<file path="src/cis_pkg.sv">
// Overview of operation
// - hold hardware requests until instruction completes
// - service only when unmasked and, for timer and port sources, enabled
// - external request wins over timer request
// - software trap ignores the interrupt mask
// - entry pushes five bytes then sets mask
// - return from trap pulls and restores registers
// - fixed vector pairs for reset, trap, external
// - three enabled timer flags share one vector
// - reset pin sets mask, loads reset vector
// - masked external requests stay latched until unmasked
// - oscillator halt sleeps until external or reset
// - clock pause wakes on reset, external, timer
// - falling edge latch, synchronised to core clock
// - edge-only option ignores static pin level
// - level option also requests while pins low
// - pin and enabled port sources ORed together
// - external latch clears on entering its service
// - stack pointer resets to 00FF, push decrements
// - stack address is 0000011 plus six bits
// - subroutine call pushes exactly two bytes
// - program counter is thirteen bits wide
// - output-configured port pins never raise requests
// - low-power instructions clear the interrupt mask
package cis_pkg;
    // ****************************************
    // register map and fields
    // ****************************************
    localparam logic [7:0]  ADDR_CTRL   = 8'h00;  // control, read/write
    localparam logic [7:0]  ADDR_STAT   = 8'h04;  // status, read only
    localparam int          CTRL_TEN    = 0;      // timer enables [2:0]
    localparam int          CTRL_EDGE   = 3;      // edge-only sensing
    localparam int          CTRL_PAEN   = 8;      // port source enables [15:8]
    localparam logic [31:0] CTRL_RESET  = 32'h0000_0000;
    localparam int          STAT_EXT    = 0;      // external latch
    localparam int          STAT_TMR    = 1;      // timer request
    localparam int          STAT_MASK   = 2;      // interrupt mask
    localparam int          STAT_SLEEP  = 3;      // asleep
    localparam int          STAT_SP     = 8;      // stack pointer [13:8]
    // ****************************************
    // vectors, stack and frame
    // ****************************************
    localparam logic [12:0] VEC_RESET   = 13'h1FFE;
    localparam logic [12:0] VEC_TRAP    = 13'h1FFC;
    localparam logic [12:0] VEC_EXT     = 13'h1FFA;
    localparam logic [12:0] VEC_TMR     = 13'h1FF8;
    localparam logic [6:0]  STACK_HI    = 7'h03;  // 0000011
    localparam logic [5:0]  SP_RESET    = 6'h3F;  // 00FF
    localparam logic [2:0]  FRAME_LEN   = 3'h5;
    localparam logic [2:0]  CALL_LEN    = 3'h2;
    localparam logic [2:0]  VEC_LEN     = 3'h2;
    localparam int          CCR_I       = 3;      // mask bit in stacked byte
    // ****************************************
    // types
    // ****************************************
    typedef enum logic [3:0] {
        OP_NONE, OP_TRAP, OP_RTI, OP_CALL, OP_RET,
        OP_RSP, OP_HALT, OP_PAUSE, OP_CLI, OP_SEI
    } cis_op_t;
    typedef enum logic [7:0] {
        ST_RUN  = 8'h01, ST_PUSH = 8'h02, ST_CALL = 8'h04,
        ST_VEC  = 8'h08, ST_PULL = 8'h10, ST_RET  = 8'h20,
        ST_STOP = 8'h40, ST_WAIT = 8'h80
    } cis_state_t;
    typedef struct packed {
        logic        done;     // instruction completed
        cis_op_t     op;       // which instruction completed
        logic [12:0] pc_next;  // address after it
        logic [12:0] target;   // call destination
        logic [7:0]  acc;
        logic [7:0]  idx;
        logic [3:0]  hnzc;     // flags other than the mask
    } cis_core_t;
    typedef struct packed {
        logic        valid;    // one-cycle restore pulse
        logic [7:0]  acc;
        logic [7:0]  idx;
        logic [3:0]  hnzc;
    } cis_restore_t;
    typedef struct packed {
        logic        rd;
        logic        wr;
        logic [12:0] addr;
        logic [7:0]  wdata;
    } cis_mem_t;
endpackage : cis_pkg

</file>
<file path="src/cis_top.sv">
// The implementer's own choices: the register offsets and the AHB-Lite interface to the registers.
`timescale 1ns/1ps
module cis_top (
    // clock and reset
    input  wire logic                  clock_in,
    input  wire logic                  reset_in,
    // pins
    input  wire logic                  reset_pin_n_in,
    input  wire logic                  irq_n_in,
    input  wire logic [7:0]            port_a_in,
    input  wire logic [7:0]            port_a_dir_in,
    input  wire logic [2:0]            timer_flags_in,
    // core side
    input  wire cis_pkg::cis_core_t    core_in,
    output logic                       busy_out,
    output logic                       mask_out,
    output logic [12:0]                pc_out,
    output cis_pkg::cis_restore_t      restore_out,
    output logic                       osc_off_out,
    output logic                       clocks_off_out,
    // stack and vector memory
    output cis_pkg::cis_mem_t          mem_out,
    input  wire logic [7:0]            mem_rdata_in,
    // ahb-lite slave
    input  wire logic                  hsel_in,
    input  wire logic [31:0]           haddr_in,
    input  wire logic [1:0]            htrans_in,
    input  wire logic                  hwrite_in,
    input  wire logic [2:0]            hsize_in,
    input  wire logic [31:0]           hwdata_in,
    input  wire logic                  hready_in,
    output logic                       hreadyout_out,
    output logic                       hresp_out,
    output logic [31:0]                hrdata_out
);
    import cis_pkg::*;

    // ****************************************
    // declarations
    // ****************************************
    cis_state_t  state;          // sequencer state
    logic [2:0]  cnt;            // byte step within a state
    logic [5:0]  sp;             // stack pointer low bits
    logic [12:0] pc;             // program counter
    logic        imask;          // interrupt mask
    logic [12:0] vec;            // selected vector pair
    logic [12:0] tgt;            // saved call target
    logic [7:0]  pbuf [0:4];     // pulled bytes
    logic        rd_q;           // read issued last cycle
    logic [2:0]  idx_q;          // its byte index
    logic [31:0] ctrl;           // control register
    logic [1:0]  rp_s, irq_s;    // pin synchronisers
    logic [7:0]  pa_s1, pa_s2;   // port synchroniser
    logic        low_q;          // last OR term value
    logic        ext_latch;      // edge-detect latch
    logic        ext_req;        // external request
    logic        tmr_req;        // timer request
    logic        or_low;         // combined active-low term
    logic        hw_go;          // unmasked hardware request
    logic        ext_ack;        // entering external service
    logic        pin_rst;        // reset pin asserted
    logic [2:0]  rd_n;           // reads in this state
    logic        ap_wr;          // registered write address phase
    logic [7:0]  ap_addr;
    logic [7:0]  ccr_byte;       // stacked flags

    // ****************************************
    // pin synchronisers
    // ****************************************
    // two flops each; only the second stage is read anywhere
    always_ff @(posedge clock_in) begin
        if (reset_in) begin
            rp_s  <= 2'h3;
            irq_s <= 2'h3;
            pa_s1 <= 8'hFF;
            pa_s2 <= 8'hFF;
        end else begin
            rp_s  <= {rp_s[0], reset_pin_n_in};
            irq_s <= {irq_s[0], irq_n_in};
            pa_s1 <= port_a_in;
            pa_s2 <= pa_s1;
        end
    end
    assign pin_rst = ~rp_s[1];

    // ****************************************
    // external request logic
    // ****************************************
    // pin and enabled input-direction port bits form one low term
    assign or_low = ~irq_s[1]
                  | |(~pa_s2 & ctrl[CTRL_PAEN +: 8] & ~port_a_dir_in);
    // level sensing adds the live term; edge-only uses the latch alone
    assign ext_req = ext_latch | (~ctrl[CTRL_EDGE] & or_low);
    assign tmr_req = |(timer_flags_in & ctrl[CTRL_TEN +: 3]);
    assign ext_ack = (state == ST_VEC) && (cnt == VEC_LEN + 3'h1) && (vec == VEC_EXT);

    // edge latch: a new edge in the ack cycle survives (set wins)
    // note: the edge is seen after synchronising, so pulses shorter
    // than a clock period may be missed
    always_ff @(posedge clock_in) begin
        if (reset_in) begin
            low_q     <= 1'b0;
            ext_latch <= 1'b0;
        end else begin
            low_q <= or_low;
            if (or_low && !low_q) begin
                ext_latch <= 1'b1;
            end else if (ext_ack) begin
                ext_latch <= 1'b0;
            end
        end
    end
    // requests act at a completed instruction or in clock pause, and only when unmasked; oscillator halt wakes on ext_req alone
    assign hw_go = ~imask & (ext_req | tmr_req);

    // ****************************************
    // memory port
    // ****************************************
    always_comb begin
        unique case (state)
            ST_VEC:  rd_n = VEC_LEN;
            ST_PULL: rd_n = FRAME_LEN;
            ST_RET:  rd_n = CALL_LEN;
            default: rd_n = 3'h0;
        endcase
    end
    assign ccr_byte = {3'h7, core_in.hnzc[3], imask, core_in.hnzc[2:0]};

    // strobes follow state directly so a read lands next cycle
    always_comb begin
        mem_out.rd    = (cnt < rd_n);
        mem_out.wr    = (state == ST_PUSH) || (state == ST_CALL);
        if (state == ST_VEC) begin
            mem_out.addr = vec + {10'h000, cnt};
        end else if (mem_out.wr) begin
            mem_out.addr = {STACK_HI, sp};
        end else begin
            mem_out.addr = {STACK_HI, 6'(sp + 6'h01)};
        end
        unique case (cnt)
            3'h0:    mem_out.wdata = pc[7:0];
            3'h1:    mem_out.wdata = {3'h0, pc[12:8]};
            3'h2:    mem_out.wdata = core_in.idx;
            3'h3:    mem_out.wdata = core_in.acc;
            default: mem_out.wdata = ccr_byte;
        endcase
    end

    // capture read data one cycle after the strobe
    always_ff @(posedge clock_in) begin
        if (reset_in) begin
            rd_q  <= 1'b0;
            idx_q <= 3'h0;
        end else begin
            rd_q  <= mem_out.rd;
            idx_q <= cnt;
        end
    end
    always_ff @(posedge clock_in) begin
        if (rd_q) begin
            pbuf[idx_q] <= mem_rdata_in;
        end
    end

    // ****************************************
    // sequencer
    // ****************************************
    // the core stalls while busy, so acc and idx stay put during a push
    always_ff @(posedge clock_in) begin
        restore_out.valid <= 1'b0;
        if (reset_in || pin_rst) begin
            state <= ST_VEC;
            vec   <= VEC_RESET;
            cnt   <= 3'h0;
            sp    <= SP_RESET;
            imask <= 1'b1;
            pc    <= 13'h0000;
            tgt   <= 13'h0000;
            restore_out <= '0;
        end else begin
            unique case (state)
                ST_RUN: begin
                    cnt <= 3'h0;
                    if (core_in.done) begin
                        pc <= core_in.pc_next;
                        unique case (core_in.op)
                            OP_TRAP: begin
                                state <= ST_PUSH;
                                vec   <= VEC_TRAP;
                            end
                            OP_RTI:   state <= ST_PULL;
                            OP_CALL: begin
                                state <= ST_CALL;
                                tgt   <= core_in.target;
                            end
                            OP_RET:   state <= ST_RET;
                            OP_HALT: begin
                                state <= ST_STOP;
                                imask <= 1'b0;
                            end
                            OP_PAUSE: begin
                                state <= ST_WAIT;
                                imask <= 1'b0;
                            end
                            OP_CLI:   imask <= 1'b0;
                            OP_SEI:   imask <= 1'b1;
                            default: begin
                                if (core_in.op == OP_RSP) sp <= SP_RESET;
                                if (hw_go) begin
                                    state <= ST_PUSH;
                                    vec   <= ext_req ? VEC_EXT : VEC_TMR;
                                end
                            end
                        endcase
                    end
                end
                ST_PUSH: begin
                    sp  <= sp - 6'h01;
                    cnt <= cnt + 3'h1;
                    if (cnt == FRAME_LEN - 3'h1) begin
                        imask <= 1'b1;
                        state <= ST_VEC;
                        cnt   <= 3'h0;
                    end
                end
                ST_CALL: begin
                    sp  <= sp - 6'h01;
                    cnt <= cnt + 3'h1;
                    if (cnt == CALL_LEN - 3'h1) begin
                        pc    <= tgt;
                        state <= ST_RUN;
                    end
                end
                ST_VEC: begin
                    cnt <= cnt + 3'h1;
                    if (cnt == VEC_LEN + 3'h1) begin
                        pc    <= {pbuf[0][4:0], pbuf[1]};
                        state <= ST_RUN;
                    end
                end
                ST_PULL: begin
                    cnt <= cnt + 3'h1;
                    if (cnt < FRAME_LEN) begin
                        sp <= sp + 6'h01;
                    end
                    if (cnt == FRAME_LEN + 3'h1) begin
                        imask <= pbuf[0][CCR_I];
                        restore_out.valid <= 1'b1;
                        restore_out.hnzc  <= {pbuf[0][4], pbuf[0][2:0]};
                        restore_out.acc   <= pbuf[1];
                        restore_out.idx   <= pbuf[2];
                        pc    <= {pbuf[3][4:0], pbuf[4]};
                        state <= ST_RUN;
                    end
                end
                ST_RET: begin
                    cnt <= cnt + 3'h1;
                    if (cnt < CALL_LEN) begin
                        sp <= sp + 6'h01;
                    end
                    if (cnt == CALL_LEN + 3'h1) begin
                        pc    <= {pbuf[0][4:0], pbuf[1]};
                        state <= ST_RUN;
                    end
                end
                ST_STOP: begin
                    // oscillator off: only the external request wakes; cnt is still zero
                    if (ext_req) begin
                        state <= ST_PUSH;
                        vec   <= VEC_EXT;
                    end
                end
                ST_WAIT: begin
                    // timer keeps running, so its request also wakes; cnt is still zero
                    if (hw_go) begin
                        state <= ST_PUSH;
                        vec   <= ext_req ? VEC_EXT : VEC_TMR;
                    end
                end
            endcase
        end
    end

    assign busy_out       = (state != ST_RUN);
    assign mask_out       = imask;
    assign pc_out         = pc;
    assign osc_off_out    = (state == ST_STOP);
    assign clocks_off_out = (state == ST_WAIT);

    // ****************************************
    // ahb-lite register slave
    // ****************************************
    // zero wait states, always okay; unmapped reads return zero
    assign hreadyout_out = 1'b1;
    assign hresp_out     = 1'b0;

    always_ff @(posedge clock_in) begin
        if (reset_in) begin
            ap_wr   <= 1'b0;
            ap_addr <= 8'h00;
        end else if (hready_in) begin
            ap_wr   <= hsel_in && htrans_in[1] && hwrite_in;
            ap_addr <= haddr_in[7:0];
        end
    end

    // control register written in the data phase
    always_ff @(posedge clock_in) begin
        if (reset_in) begin
            ctrl <= CTRL_RESET;
        end else if (ap_wr && ap_addr == ADDR_CTRL) begin
            ctrl <= {16'h0000, hwdata_in[15:8], 4'h0, hwdata_in[3:0]};
        end
    end

    // read data registered at the address phase
    always_ff @(posedge clock_in) begin
        if (reset_in) begin
            hrdata_out <= 32'h0000_0000;
        end else if (hready_in && hsel_in && htrans_in[1] && !hwrite_in) begin
            hrdata_out <= 32'h0000_0000;
            if (haddr_in[7:0] == ADDR_CTRL) begin
                hrdata_out <= ctrl;
            end else if (haddr_in[7:0] == ADDR_STAT) begin
                hrdata_out[STAT_EXT]       <= ext_latch;
                hrdata_out[STAT_TMR]       <= tmr_req;
                hrdata_out[STAT_MASK]      <= imask;
                hrdata_out[STAT_SLEEP]     <= osc_off_out | clocks_off_out;
                hrdata_out[STAT_SP +: 6]   <= sp;
            end
        end
    end
endmodule : cis_top

</file>
<file path="config.mk">
export PLATFORM = sky130hd
export DESIGN_NAME = cis_top
export DESIGN_NICKNAME = d
export VERILOG_FILES = /design/src/cis_pkg.sv /design/src/cis_top.sv
export SDC_FILE = /design/constraint.sdc
export NUM_CORES = 1
export LEC_CHECK = 0
export BUFFER_PORTS_ARGS = -buffer_cell sky130_fd_sc_hd__buf_2
export CAP_MARGIN = 0
export CORE_MARGIN = 1.5
export CORE_UTILIZATION = 40
export DETAILED_ROUTE_END_ITERATION = 6
export HOLD_SLACK_MARGIN = 0.15
export SKIP_CTS_REPAIR_TIMING = 1
export SYNTH_ARGS = -nofsm -noshare
export SYNTH_HDL_FRONTEND = slang
export SYNTH_SLANG_ARGS = --single-unit
</file>
<file path="constraint.sdc">
create_clock -name clock_in -period 2.8 [get_ports clock_in]
set_clock_uncertainty 0.2 [all_clocks]
set_input_delay 0.14 -clock clock_in [delete_from_list [all_inputs] [get_ports clock_in]]
set_output_delay 0.14 -clock clock_in [all_outputs]
set_load 0.005 [all_outputs]
</file>
==> key figures <==
Route
  • Drt wl/cell: 16.4 µm
  • Antenna-violating nets left: 0
  • Detailed Routing Iterations Pass 1: 5
  • Routed WL: 23,700 µm
  • Via density: 5.19
  • Met2 wire length: 11,100 µm
  • Top sig layer: met4
  • Metal3 WL: 1360 µm
  • Metal-1 WL: 11,000 µm
  • Drt drc: 0
  • Initial drt markers: 499
  • Vias: 7,488

Placed design
  • DP HPWL: 16,100 µm
  • Gpl congestion: 0.875
  • Port Buffers: 178
  • Cells after DPL: 1,292

STA
  • RSZ-0062 raised after global routing: true
  • # setup viols final: 1
  • Final Hold Fails: 0
  • Final min period: 2.86 ns
  • Final worst setup slack: -0.0563 ns
  • Worst-Margin Slew: 0.905 ns
  • Number of max-slew violations in the final report: 0
  • FMAX: 350 MHz
  • Worst relative slew slack: 0.392
  • Setup TNS: -0.0563 ns
  • Final Cycle Share: 1.02

GRT
  • Vias in the first global route: 6,399
  • First-pass GRT wire length: 34,000 µm
  • Largest net degree at the start of global routing: 35
  • Total grt overflow: 0
  • Gr usage total: 0.215
  • Initial antenna violation count: 0

Floorplan
  • Core Area: 0.0195 mm²
  • Die ar.: 0.0208 mm²
  • Die height: 144 µm
  • Die Width: 144 µm
  • Initial Util: 0.409
  • I/O pin count: 249
  • Row Count: 51

Status
  • Failing checks: negative setup slack
  • Status: complete, but fails checks

Finish
  • Layout cell share with drive strength beyond 1: 0.306
  • Final cell count without fillers: 1,444
  • Commonest non-fill, non-tap cell in the layout: buf_2
  • Layout area overhead: 40.3%
  • Number of inserted diodes: 0
  • Commonest non-fill, non-tap cells in the layout: buf_2, dfxtp_1, nor2_1
  • Utilization after layout: 0.574
  • Nets: 1,334

Synthesis
  • Avg Inst Size Synth: 9.35 µm²
  • Syn Inst Count: 854
  • Seq/Total Area, Yosys: 0.471
  • Asr flop ratio synth: 0
  • Post-synth EDFFs: 34
  • Ys Warns: 0
  • Top_reg_cell synth: dfxtp_1
  • Leading area contributor after synthesis: dfxtp_1
  • Synth area leaders: dfxtp_1, edfxtp_1, nor2_1
  • Post-synth top area share: 0.343
  • Synth cell types: 70
  • Synth Register Bits: 171
  • Post-Syn Area: 0.00799 mm²

Setup path
  • Arrival @ worst endpoint: 2.52 ns
  • Most used cell, CP: buf_6
  • Sequence of cells on the critical path: or4_4, nor4_4, inv_2, ha_4, a21oi_2, buf_6, buf_6
  • CP endpoint kind: output port
  • Worst Setup Start Kind: register
  • CP Data Required Time: 2.46 ns
  • Largest fanout on the critical path: 7
  • Crit Path Category: register to output port
  • CP max stage delay: 0.55 ns
  • Slowest stage cell, crit path: or4_4

Clocking
  • CTS Sinks: 171
  • Root buffer cell: clkbuf_16
  • Num CTS Buffers: 17
  • CTS max path bufs: 2
  • Worst-path clk slew: 0.07 ns
  • H-Tree Level Count: 4
  • Worst skew pair latency: 0.44 ns
  • CTS tree: done

Power
  • Worst IR Drop VDD: 524 µV
  • Leakage: 4.87 nW
  • PwrDens: 751 mW/mm²
  • Pwr Total: 8.41 mW

Job
  • Max Cap Violations: 0

Min path
  • HP Class: primary input to register
[metrics by stage]
step	worst slack (ns)	hold slack [ns]	instance area [µm²]
after CTS	-0.276	-0.338	9890
after detailed placement	0.189	0.126	9280
after global routing	-0.166	0.148	11200
after global placement	0.242	0.122	9280
final	-0.0563	0.0924	11200
after floorplan	0.192	0.0389	8060
[path summary, 6_finish.rpt]
kind	start	endpoint	depth (start not counted)	slack (ns)
min reg2reg	pa_s1[2]$_SDFF_PP1_	pa_s2[2]$_SDFF_PP1_	1	0.21
max reg2reg	ctrl[10]$_SDFFE_PP0P_	state[0]$_SDFFE_PP0P_	6	0.14
max	state[0]$_SDFFE_PP0P_	mem_out[22]	7	-0.06
min	port_a_dir_in[5]	low_q$_SDFF_PP0_	5	0.09
[state kept, by name (all words and copies together) (netlist names), 2 cells and up]
signal / count
state: 8
pbuf: 34
rp_s: 2
idx_q: 3
pa_s1: 8
hrdata_out: 12
pc_out: 13
sp: 6
cnt: 3
ap_addr: 8
irq_s: 2
vec: 13
tgt: 13
restore_out: 21
pa_s2: 8
ctrl: 12
[metal layers]
layer  vias up  GRT usage
met4         0     0.0627
met1      3560      0.299
li1       3638          -
met5         -          0
met3        26     0.0570
met2       264      0.326
[kinds of logic (layout without fill, tap and decap cells)]
group | after synthesis | in the layout | synth area share
simple gates | 343 | 343 | 0.212
buf+inv | 94 | 399 | 0.0605
flops | 171 | 171 | 0.471
mux | 48 | 48 | 0.0619
xor+xnor | 14 | 14 | 0.0153
compound gates | 168 | 168 | 0.155
other cells | 2 | 22 | 0.000940
fa+ha+maj | 14 | 14 | 0.0229
[final cells by class]
type / instances / area [µm²]
multi-input combinational: 609 / 3920
sequential: 171 / 3790
fill: 1746 / 8320
clock inverter: 12 / 121
clock buffer: 20 / 489
timing repair buffer: 349 / 2490
tap: 265 / 332
inverter: 18 / 70.1
[critical path, delay by kind of cell (launching register included)]
| family | cells | cell delay (ns) |
|---|---|---|
| and+or+nand+nor | 2 | 0.97 |
| DFF | 1 | 0.38 |
| buffers and inverters | 3 | 0.36 |
| adders and majority gates | 1 | 0.24 |
| AOI/OAI and AO/OA | 1 | 0.14 |
[synth_stat cells, drive strengths merged, types with 6 or more instances]
library cell  number
inv               18
buf               40
a311oi            13
nand2             94
mux2i             37
a222oi            22
o211ai             6
nor3b              7
clkbuf            36
nand4             10
ha                13
edfxtp            34
nor4               6
or2               21
a21oi             53
nor3              11
nand3             15
or3                6
nor2             119
dfxtp            137
xor2              10
and3              10
o21ai             21
mux2              11
nand2b             9
a22oi             15
nor2b             13
[power breakdown]
group	internal, mW	total, mW	switching (mW)
Clock	1.38	2.44	1.06
Sequential	2.72	2.88	0.164
Combinational	1.49	3.10	1.60
Total	5.59	8.41	2.82
No activity file was read; power rests on OpenSTA's default activity.
